`config.mk`:
```
export PLATFORM = sky130hd
export DESIGN_NAME = ssc_regs
export DESIGN_NICKNAME = d
export VERILOG_FILES = /design/src/logic/ssc_pkg.sv /design/src/logic/ssc_sync2.sv /design/src/logic/ssc_regs.sv
export SDC_FILE = /design/constraint.sdc
export NUM_CORES = 1
export LEC_CHECK = 0
export ABC_CLOCK_PERIOD_IN_PS = 1600
export BUFFER_PORTS_ARGS = -buffer_cell sky130_fd_sc_hd__buf_2
export CAP_MARGIN = 40
export CORE_MARGIN = 4
export CORE_UTILIZATION = 25
export DETAILED_ROUTE_END_ITERATION = 8
export MAX_ROUTING_LAYER = met4
export SETUP_SLACK_MARGIN = 0.02
export SLEW_MARGIN = 25
export SYNTH_ARGS = -nofsm -noshare
export SYNTH_HDL_FRONTEND = slang
export SYNTH_SLANG_ARGS = --single-unit
```
`constraint.sdc`:
```
create_clock -name aclk -period 1.6 [get_ports aclk]
set_input_delay 0.08 -clock aclk [delete_from_list [all_inputs] [get_ports aclk]]
set_output_delay 0.08 -clock aclk [all_outputs]
set_load 0.1 [all_outputs]
```
`src/logic/ssc_pkg.sv`:
```
package ssc_pkg;

	// Bus geometry
	localparam int unsigned ADDR_W = 12;
	localparam int unsigned DATA_W = 32;

	// Register indices; byte address is four times the index
	localparam logic [7:0] SUPPLY_MONITOR_CTRL_IDX   = 8'he3;
	localparam logic [7:0] BANDGAP_TRIM_SECOND_IDX   = 8'he4;
	localparam logic [7:0] TRANSIENT_DETECT_CTRL_IDX = 8'he5;

	localparam logic [11:0] SUPPLY_MONITOR_CTRL_ADDR   = {2'h0, SUPPLY_MONITOR_CTRL_IDX, 2'h0};
	localparam logic [11:0] BANDGAP_TRIM_SECOND_ADDR   = {2'h0, BANDGAP_TRIM_SECOND_IDX, 2'h0};
	localparam logic [11:0] TRANSIENT_DETECT_CTRL_ADDR = {2'h0, TRANSIENT_DETECT_CTRL_IDX, 2'h0};

	// Supply monitor control fields
	localparam int unsigned POR_OFF_BIT    = 5;
	localparam int unsigned LOWV_OFF_BIT   = 4;
	localparam int unsigned LOWV_SEL_LSB   = 0;
	localparam int unsigned LOWV_SEL_W     = 4;

	// Bandgap trim field
	localparam int unsigned TRIM_LSB       = 0;
	localparam int unsigned TRIM_W         = 5;

	// Transient detect control fields
	localparam int unsigned DET2_EN_BIT    = 7;
	localparam int unsigned DET1_EN_BIT    = 6;
	localparam int unsigned DET1_SENS_LSB  = 4;
	localparam int unsigned DET1_SENS_W    = 2;
	localparam int unsigned FORCE_SLOW_BIT = 3;
	localparam int unsigned WAIT_PIN_BIT   = 1;

	// Values after reset
	localparam logic           POR_OFF_RST    = 1'h0;
	localparam logic           LOWV_OFF_RST   = 1'h0;
	localparam logic [3:0]     LOWV_SEL_RST   = 4'h0;
	localparam logic [4:0]     TRIM_RST       = 5'h00;
	localparam logic           DET2_EN_RST    = 1'h0;
	localparam logic           DET1_EN_RST    = 1'h0;
	localparam logic [1:0]     DET1_SENS_RST  = 2'h0;
	localparam logic           FORCE_SLOW_RST = 1'h0;
	localparam logic           WAIT_PIN_RST   = 1'h0;

	// Responses
	localparam logic [1:0] RESP_OKAY   = 2'h0;
	localparam logic [1:0] RESP_SLVERR = 2'h2;

	// Register select codes
	typedef enum logic [1:0] {
		SEL_NONE,
		SEL_SUPPLY,
		SEL_TRIM,
		SEL_TRANSIENT
	} ssc_sel_e;

endpackage : ssc_pkg

```
`src/logic/ssc_sync2.sv`:
```
`timescale 1ns/1ps
module ssc_sync2 (
	// Clock and reset
	input  wire logic aclk,
	input  wire logic aresetn,
	// Level in and out
	input  wire logic async_in,
	output logic      sync_out
);

	logic stage1_r;
	logic stage1_nxt;
	logic stage2_r;
	logic stage2_nxt;

	always_comb begin
		stage1_nxt = async_in;
		stage2_nxt = stage1_r;
	end

	// First stage feeds only the second stage
	always_ff @(posedge aclk) begin
		if (!aresetn) begin
			stage1_r <= 1'b0;
			stage2_r <= 1'b0;
		end else begin
			stage1_r <= stage1_nxt;
			stage2_r <= stage2_nxt;
		end
	end

	assign sync_out = stage2_r;

endmodule : ssc_sync2

```
`src/logic/ssc_regs.sv`:
```
// Function
// RULE_01 - Supply control bit 5 turns the power-on reset circuit off when 1, on when 0, reset 0.
// RULE_02 - Supply control bit 4 turns the low-voltage reset circuit off when 1, on when 0, reset 0.
// RULE_03 - Supply control bits 3:0 pick the low-voltage reset threshold, 0 lowest to 15 highest.
// RULE_04 - Bandgap trim register bits 4:0 hold a read/write trim value for the reference.
// RULE_05 - Transient control bit 7 enables the second transient detector, reset 0.
// RULE_06 - Transient control bit 6 enables the first transient detector, reset 0.
// RULE_07 - Transient control bits 5:4 set the first detector's sensitivity, reset 00.
// RULE_08 - Transient control bit 3 forces the system clock to the slow clock during a transient.
// RULE_09 - Transient control bit 1 puts the transient-wait indicator on the shared pin.
// RULE_10 - When the transient ends the system clock goes back to the software-chosen source.
//
// The AXI4-Lite register port was chosen for this implementation.
`timescale 1ns/1ps
module ssc_regs (
	// Clock and reset
	input  wire logic        aclk,
	input  wire logic        aresetn,
	// AXI4-Lite write address
	input  wire logic [11:0] s_axi_awaddr,
	input  wire logic [2:0]  s_axi_awprot,
	input  wire logic        s_axi_awvalid,
	output logic             s_axi_awready,
	// AXI4-Lite write data
	input  wire logic [31:0] s_axi_wdata,
	input  wire logic [3:0]  s_axi_wstrb,
	input  wire logic        s_axi_wvalid,
	output logic             s_axi_wready,
	// AXI4-Lite write response
	output logic [1:0]       s_axi_bresp,
	output logic             s_axi_bvalid,
	input  wire logic        s_axi_bready,
	// AXI4-Lite read address
	input  wire logic [11:0] s_axi_araddr,
	input  wire logic [2:0]  s_axi_arprot,
	input  wire logic        s_axi_arvalid,
	output logic             s_axi_arready,
	// AXI4-Lite read data
	output logic [31:0]      s_axi_rdata,
	output logic [1:0]       s_axi_rresp,
	output logic             s_axi_rvalid,
	input  wire logic        s_axi_rready,
	// Analog supervisor controls
	output logic             poweron_reset_off,
	output logic             low_volt_reset_off,
	output logic [3:0]       low_volt_threshold_sel,
	output logic [4:0]       reference_trim_second,
	output logic             transient_det2_en,
	output logic             transient_det1_en,
	output logic [1:0]       transient_det1_sensitivity,
	// Transient detection and clock selection
	input  wire logic        transient_detected_async,
	input  wire logic        sw_slow_clock_sel,
	output logic             transient_wait_indicator,
	output logic             system_clock_use_slow,
	// Shared port pin
	input  wire logic        gpio_pin_out,
	input  wire logic        gpio_pin_oe,
	output logic             shared_pin_out,
	output logic             shared_pin_oe
);

	function automatic ssc_pkg::ssc_sel_e decode(input logic [11:0] addr);
		ssc_pkg::ssc_sel_e sel;
		sel = ssc_pkg::SEL_NONE;
		case (addr)
			ssc_pkg::SUPPLY_MONITOR_CTRL_ADDR:   sel = ssc_pkg::SEL_SUPPLY;
			ssc_pkg::BANDGAP_TRIM_SECOND_ADDR:   sel = ssc_pkg::SEL_TRIM;
			ssc_pkg::TRANSIENT_DETECT_CTRL_ADDR: sel = ssc_pkg::SEL_TRANSIENT;
			default:                             sel = ssc_pkg::SEL_NONE;
		endcase
		return sel;
	endfunction : decode

	// Register storage
	logic       por_off_r,    por_off_nxt;
	logic       lowv_off_r,   lowv_off_nxt;
	logic [3:0] lowv_sel_r,   lowv_sel_nxt;
	logic [4:0] trim_r,       trim_nxt;
	logic       det2_en_r,    det2_en_nxt;
	logic       det1_en_r,    det1_en_nxt;
	logic [1:0] det1_sens_r,  det1_sens_nxt;
	logic       force_slow_r, force_slow_nxt;
	logic       wait_pin_r,   wait_pin_nxt;

	// Write channel state
	logic        aw_held_r, aw_held_nxt;
	logic [11:0] waddr_r,   waddr_nxt;
	logic        w_held_r,  w_held_nxt;
	logic [7:0]  wdata_r,   wdata_nxt;
	logic        wstrb_r,   wstrb_nxt;
	logic        awready_r, awready_nxt;
	logic        wready_r,  wready_nxt;
	logic        bvalid_r,  bvalid_nxt;
	logic [1:0]  bresp_r,   bresp_nxt;

	// Read channel state
	logic        arready_r, arready_nxt;
	logic        rvalid_r,  rvalid_nxt;
	logic [31:0] rdata_r,   rdata_nxt;
	logic [1:0]  rresp_r,   rresp_nxt;

	// Transient path
	logic det_sync;
	logic wait_r,     wait_nxt;
	logic use_slow_r, use_slow_nxt;
	logic pin_out_r,  pin_out_nxt;
	logic pin_oe_r,   pin_oe_nxt;

	logic [7:0]         supply_view;
	logic [7:0]         trim_view;
	logic [7:0]         transient_view;
	ssc_pkg::ssc_sel_e  wsel;
	ssc_pkg::ssc_sel_e  rsel;
	logic               do_write;

	ssc_sync2 u_det_sync (
		.aclk     (aclk),
		.aresetn  (aresetn),
		.async_in (transient_detected_async),
		.sync_out (det_sync)
	);

	// Reserved bits read as zero
	always_comb begin
		supply_view    = {2'h0, por_off_r, lowv_off_r, lowv_sel_r};
		trim_view      = {3'h0, trim_r};
		transient_view = {det2_en_r, det1_en_r, det1_sens_r, force_slow_r, 1'b0, wait_pin_r,
			1'b0};
	end

	// Write path: address and data are taken in either order, response after both
	always_comb begin
		aw_held_nxt    = aw_held_r;
		waddr_nxt      = waddr_r;
		w_held_nxt     = w_held_r;
		wdata_nxt      = wdata_r;
		wstrb_nxt      = wstrb_r;
		bvalid_nxt     = bvalid_r;
		bresp_nxt      = bresp_r;
		por_off_nxt    = por_off_r;
		lowv_off_nxt   = lowv_off_r;
		lowv_sel_nxt   = lowv_sel_r;
		trim_nxt       = trim_r;
		det2_en_nxt    = det2_en_r;
		det1_en_nxt    = det1_en_r;
		det1_sens_nxt  = det1_sens_r;
		force_slow_nxt = force_slow_r;
		wait_pin_nxt   = wait_pin_r;
		if (s_axi_awvalid && awready_r) begin
			aw_held_nxt = 1'b1;
			waddr_nxt   = s_axi_awaddr;
		end
		if (s_axi_wvalid && wready_r) begin
			w_held_nxt = 1'b1;
			wdata_nxt  = s_axi_wdata[7:0];
			wstrb_nxt  = s_axi_wstrb[0];
		end
		if (bvalid_r && s_axi_bready) begin
			bvalid_nxt = 1'b0;
		end
		wsel     = decode(waddr_nxt);
		do_write = aw_held_nxt && w_held_nxt && !bvalid_r;
		if (do_write) begin
			aw_held_nxt = 1'b0;
			w_held_nxt  = 1'b0;
			bvalid_nxt  = 1'b1;
			bresp_nxt   = (wsel == ssc_pkg::SEL_NONE) ? ssc_pkg::RESP_SLVERR : ssc_pkg::RESP_OKAY;
			if (wstrb_nxt) begin
				case (wsel)
					ssc_pkg::SEL_SUPPLY: begin
						por_off_nxt = wdata_nxt[ssc_pkg::POR_OFF_BIT]; // RULE_01
						lowv_off_nxt = wdata_nxt[ssc_pkg::LOWV_OFF_BIT]; // RULE_02
						lowv_sel_nxt = wdata_nxt[ssc_pkg::LOWV_SEL_LSB +: ssc_pkg::LOWV_SEL_W]; // RULE_03
					end
					ssc_pkg::SEL_TRIM: begin
						trim_nxt = wdata_nxt[ssc_pkg::TRIM_LSB +: ssc_pkg::TRIM_W]; // RULE_04
					end
					ssc_pkg::SEL_TRANSIENT: begin
						det2_en_nxt    = wdata_nxt[ssc_pkg::DET2_EN_BIT]; // RULE_05
						det1_en_nxt    = wdata_nxt[ssc_pkg::DET1_EN_BIT]; // RULE_06
						det1_sens_nxt  = wdata_nxt[ssc_pkg::DET1_SENS_LSB +: ssc_pkg::DET1_SENS_W]; // RULE_07
						force_slow_nxt = wdata_nxt[ssc_pkg::FORCE_SLOW_BIT]; // RULE_08
						wait_pin_nxt   = wdata_nxt[ssc_pkg::WAIT_PIN_BIT]; // RULE_09
					end
					default: begin
					end
				endcase
			end
		end
		// One write at a time: both channels stall until the response is taken
		awready_nxt = !aw_held_nxt && !bvalid_nxt;
		wready_nxt  = !w_held_nxt && !bvalid_nxt;
	end

	// Read path: one outstanding read, data registered
	always_comb begin
		arready_nxt = arready_r;
		rvalid_nxt  = rvalid_r;
		rdata_nxt   = rdata_r;
		rresp_nxt   = rresp_r;
		rsel        = decode(s_axi_araddr);
		if (rvalid_r && s_axi_rready) begin
			rvalid_nxt = 1'b0;
		end
		if (s_axi_arvalid && arready_r) begin
			rvalid_nxt = 1'b1;
			rresp_nxt  = ssc_pkg::RESP_OKAY;
			case (rsel)
				ssc_pkg::SEL_SUPPLY:    rdata_nxt = {24'h000000, supply_view};
				ssc_pkg::SEL_TRIM:      rdata_nxt = {24'h000000, trim_view};
				ssc_pkg::SEL_TRANSIENT: rdata_nxt = {24'h000000, transient_view};
				default: begin
					rdata_nxt = 32'h00000000;
					rresp_nxt = ssc_pkg::RESP_SLVERR;
				end
			endcase
		end
		arready_nxt = !rvalid_nxt;
	end

	// Transient handling; the detectors only report while at least one is enabled
	always_comb begin
		wait_nxt     = det_sync && (det1_en_r || det2_en_r);
		// Forced slow clock is held only while a transient lasts, then the software choice returns
		use_slow_nxt = sw_slow_clock_sel || (force_slow_r && wait_r); // RULE_08 RULE_10
		if (wait_pin_r) begin
			pin_out_nxt = wait_r; // RULE_09
			pin_oe_nxt  = 1'b1;
		end else begin
			pin_out_nxt = gpio_pin_out;
			pin_oe_nxt  = gpio_pin_oe;
		end
	end

	always_ff @(posedge aclk) begin
		if (!aresetn) begin
			por_off_r    <= ssc_pkg::POR_OFF_RST; // RULE_01
			lowv_off_r   <= ssc_pkg::LOWV_OFF_RST; // RULE_02
			lowv_sel_r   <= ssc_pkg::LOWV_SEL_RST; // RULE_03
			trim_r       <= ssc_pkg::TRIM_RST;
			det2_en_r    <= ssc_pkg::DET2_EN_RST; // RULE_05
			det1_en_r    <= ssc_pkg::DET1_EN_RST; // RULE_06
			det1_sens_r  <= ssc_pkg::DET1_SENS_RST; // RULE_07
			force_slow_r <= ssc_pkg::FORCE_SLOW_RST;
			wait_pin_r   <= ssc_pkg::WAIT_PIN_RST;
			aw_held_r    <= 1'b0;
			waddr_r      <= 12'h000;
			w_held_r     <= 1'b0;
			wdata_r      <= 8'h00;
			wstrb_r      <= 1'b0;
			awready_r    <= 1'b0;
			wready_r     <= 1'b0;
			bvalid_r     <= 1'b0;
			bresp_r      <= ssc_pkg::RESP_OKAY;
			arready_r    <= 1'b0;
			rvalid_r     <= 1'b0;
			rdata_r      <= 32'h00000000;
			rresp_r      <= ssc_pkg::RESP_OKAY;
			wait_r       <= 1'b0;
			use_slow_r   <= 1'b0;
			pin_out_r    <= 1'b0;
			pin_oe_r     <= 1'b0;
		end else begin
			por_off_r    <= por_off_nxt;
			lowv_off_r   <= lowv_off_nxt;
			lowv_sel_r   <= lowv_sel_nxt;
			trim_r       <= trim_nxt;
			det2_en_r    <= det2_en_nxt;
			det1_en_r    <= det1_en_nxt;
			det1_sens_r  <= det1_sens_nxt;
			force_slow_r <= force_slow_nxt;
			wait_pin_r   <= wait_pin_nxt;
			aw_held_r    <= aw_held_nxt;
			waddr_r      <= waddr_nxt;
			w_held_r     <= w_held_nxt;
			wdata_r      <= wdata_nxt;
			wstrb_r      <= wstrb_nxt;
			awready_r    <= awready_nxt;
			wready_r     <= wready_nxt;
			bvalid_r     <= bvalid_nxt;
			bresp_r      <= bresp_nxt;
			arready_r    <= arready_nxt;
			rvalid_r     <= rvalid_nxt;
			rdata_r      <= rdata_nxt;
			rresp_r      <= rresp_nxt;
			wait_r       <= wait_nxt;
			use_slow_r   <= use_slow_nxt;
			pin_out_r    <= pin_out_nxt;
			pin_oe_r     <= pin_oe_nxt;
		end
	end

	// Outputs straight from flip-flops
	assign s_axi_awready              = awready_r;
	assign s_axi_wready               = wready_r;
	assign s_axi_bvalid               = bvalid_r;
	assign s_axi_bresp                = bresp_r;
	assign s_axi_arready              = arready_r;
	assign s_axi_rvalid               = rvalid_r;
	assign s_axi_rdata                = rdata_r;
	assign s_axi_rresp                = rresp_r;
	assign poweron_reset_off          = por_off_r;
	assign low_volt_reset_off         = lowv_off_r;
	assign low_volt_threshold_sel     = lowv_sel_r;
	assign reference_trim_second      = trim_r;
	assign transient_det2_en          = det2_en_r;
	assign transient_det1_en          = det1_en_r;
	assign transient_det1_sensitivity = det1_sens_r;
	assign transient_wait_indicator   = wait_r;
	assign system_clock_use_slow      = use_slow_r;
	assign shared_pin_out             = pin_out_r;
	assign shared_pin_oe              = pin_oe_r;

endmodule : ssc_regs

```
==> results.ini <==
[run_status]
outcome = complete, no violations

[cells_and_area]
design_area_sq_um = 3570
final_layout_size_suffix_gt1_share_pct = 33.3
n_antenna_cell = 0
layout_common_cells = buf_2, dfxtp_1, nand2_1
fin_cells = 529
seqCellArea_sq_um = 1230
fillCellCount = 1095
fin_util_pct = 34.1
num-nets-final = 465
multi_input_area_sq_um = 1390
syn_to_final_growth_pct = 31.2
final_common_cell = buf_2

[floorplan]
dieWidth_um = 112
io_pins = 137
start_util_pct = 26.0
die_h_um = 112
rows = 37
core_sq_um = 10500
die_area_sq_um = 12600

[worst_hold_path]
hp-class = in2reg

[logic_synthesis]
synthesis.area_sq_um = 2720
synth-main-ff-cell = dfxtp_1
synth_edf_count = 0
yosysWarningCount = 0
synth-seq-area-share_pct = 44.9
ys_ff_latch = 61
synthTopCellsByArea = dfxtp_1, mux2i_1, buf_4, nand2_1, a21boi_0
async_flop_share_pct = 0
synth_top_area_cell = dfxtp_1
synth_cell_types = 45
syn_area_per_cell_sq_um = 9.39
netlist_instances = 290
yosys.area.top_type_share_pct = 44.9

[critical_path]
cpPeakStageDelay_ps = 360
worstPathArrival_ps = 1740
start_kind = flip-flop
endpoint_kind = flip-flop
crit_fanout = 4
cpMaxStageDelayCell = dfxtp_4
crit_required_ps = 1830
path_class = reg2reg
crit_path_cell_trace = a211oi_2 > nand4_1 > o21ai_4 > nand4_4 > mux2_4

[placement]
dp.final_hpwl_mm = 5.31
dpl_cell_area_sq_um = 3250
dp_slack_ps = 29.3
portBuffers = 77
place.gp.congestion = 0.790
dp_cells = 503

[sta]
slew_violations = 0
rsz0062_at_grt = true
setup_ws_ps = 86.2
finalSetupTns_ps = 0
finalCritPeriodShare_pct = 94.6
slew_headroom_pct = 66.5
hold_violations = 0
finalSetupViolations = 0
clock.fmax_mhz = 661
finalClockSkew_ps = 10.1
period_needed_ps = 1510
hold_slack_ps = 11.1
tightest_slew_ps = 503

[clocking]
insertion_delay_ps = 340
cts_tree = built
clk_path_buf_depth = 2
cts_made_buffers = 9
clk_root_buffer_cell = clkbuf_8
cts.htree.levels = 3
clock-sinks = 61
path_clk_slew_ps = 70

[power_and_ir_drop]
p_leak_nw = 1.77
powerDensity_nw_per_um2 = 1010
pwr-share-seq_pct = 44.6
p_int_mw = 2.31
p_comb_share_pct = 21.9
peakVddDrop_mv = 0.374
p_sw_mw = 1.31
p_total_mw = 3.62
switching_share_pct = 36.1
pwr-share-clk_pct = 33.5

[route]
vias = 2299
first_pass_iters = 4
postRouteAntennaNets = 0
wl_per_cell_um = 13.2
drt-initial-drc-count = 76
vias_per_cell = 4.35
drc_errors = 0
wl_mm = 6.98

[global_route]
grt_pass1_vias = 2247
gr-total-overflow = 0
grt_pass1_wl_mm = 11.2
antenna_found_initial = 0
grt_max_degree = 30
grtUsageTotal_pct = 11.5

[job]
drv_cap = 0

-- sequential cells by signal, indices dropped and copies added, names as in the netlist, 2 cells and up --
| register | cells |
|---|---|
| waddr_r | 12 |
| s_axi_rdata | 8 |
| wdata_r | 8 |
| reference_trim_second | 5 |
| low_volt_threshold_sel | 4 |
| transient_det1_sensitivity | 2 |
-- worst max-delay path, delay by kind of cell (launching register included) --
kind            cells  cell delay (ps)
simple gates        2              300
compound gates      2              410
flops               1              360
mux                 1              320
-- logic make-up after synthesis --
| family | count (synthesis) | synth area share [%] |
|---|---|---|
| AOI/OAI and AO/OA | 48 | 12.5 |
| other | 1 | 0.138 |
| and+or+nand+nor | 107 | 21.9 |
| buffers and inverters | 44 | 9.65 |
| xor gates and xnor gates | 2 | 0.643 |
| DFF | 61 | 44.9 |
| muxes | 27 | 10.4 |
-- layout make-up --
type | count | share of cell area [%]
Sequential cell | 61 | 34.5
Timing Repair Buffer | 99 | 16.3
Clock inverter | 7 | 1.40
Tap cell | 136 | 4.77
Clock buffer | 9 | 3.47
Inverter | 7 | 0.736
Multi-Input combinational cell | 210 | 38.9
-- synthesized netlist by cell type (2+ instances only) --
cell type,number
mux2_2,2
and2_1,6
nand2b_1,10
o21a_1,4
nor3b_1,3
xor2_1,2
mux2i_1,23
nand3b_1,2
o21ai_0,6
inv_1,7
mux2_4,2
nor3_1,4
nor2_1,8
clkbuf_1,10
dfxtp_1,61
a221oi_1,4
nand2_1,46
buf_4,26
nor2b_1,6
nand4_1,4
a21oi_1,9
and3_1,3
nand3_1,3
a21boi_0,18
-- power groups by stage --
stage,Clock [mW],Sequential [mW],Combinational [mW]
after detailed placement,0,1.65,0.768
after CTS,1.26,1.61,0.787
after global placement,0,1.65,0.759
after floorplan,0,1.83,0.485
after global routing,1.33,1.62,0.839
final,1.21,1.61,0.794
-- worst paths after layout --
check,startpoint,end,slack (ps),cells past startpoint
setup / recovery,s_axi_awready,transient_det2_en,90,5
hold / removal,s_axi_awaddr[6],waddr_r[6],10,3
setup reg to reg,s_axi_awready,transient_det2_en,90,5
hold reg to reg,aw_held_r,s_axi_awready,440,1
-- routing by layer --
| layer | wire (um) | GRT usage, % |
|---|---|---|
| met2 | 3280 | 17.9 |
| met5 | 0 | - |
| met3 | 411 | 3.29 |
| met4 | 139 | 5.53 |
| met1 | 3160 | 13.6 |
-- timing repair --
action,4_1_cts,5_1_grt
endpoints found under the hold margin,9,0
resized for setup,1,10
buffers inserted,0,1
gates cloned,0,0
pin swaps,0,5
setup endpoints to repair,6,17
hold buffers,9,0
Note: power is estimated with default switching activity, not from simulation.
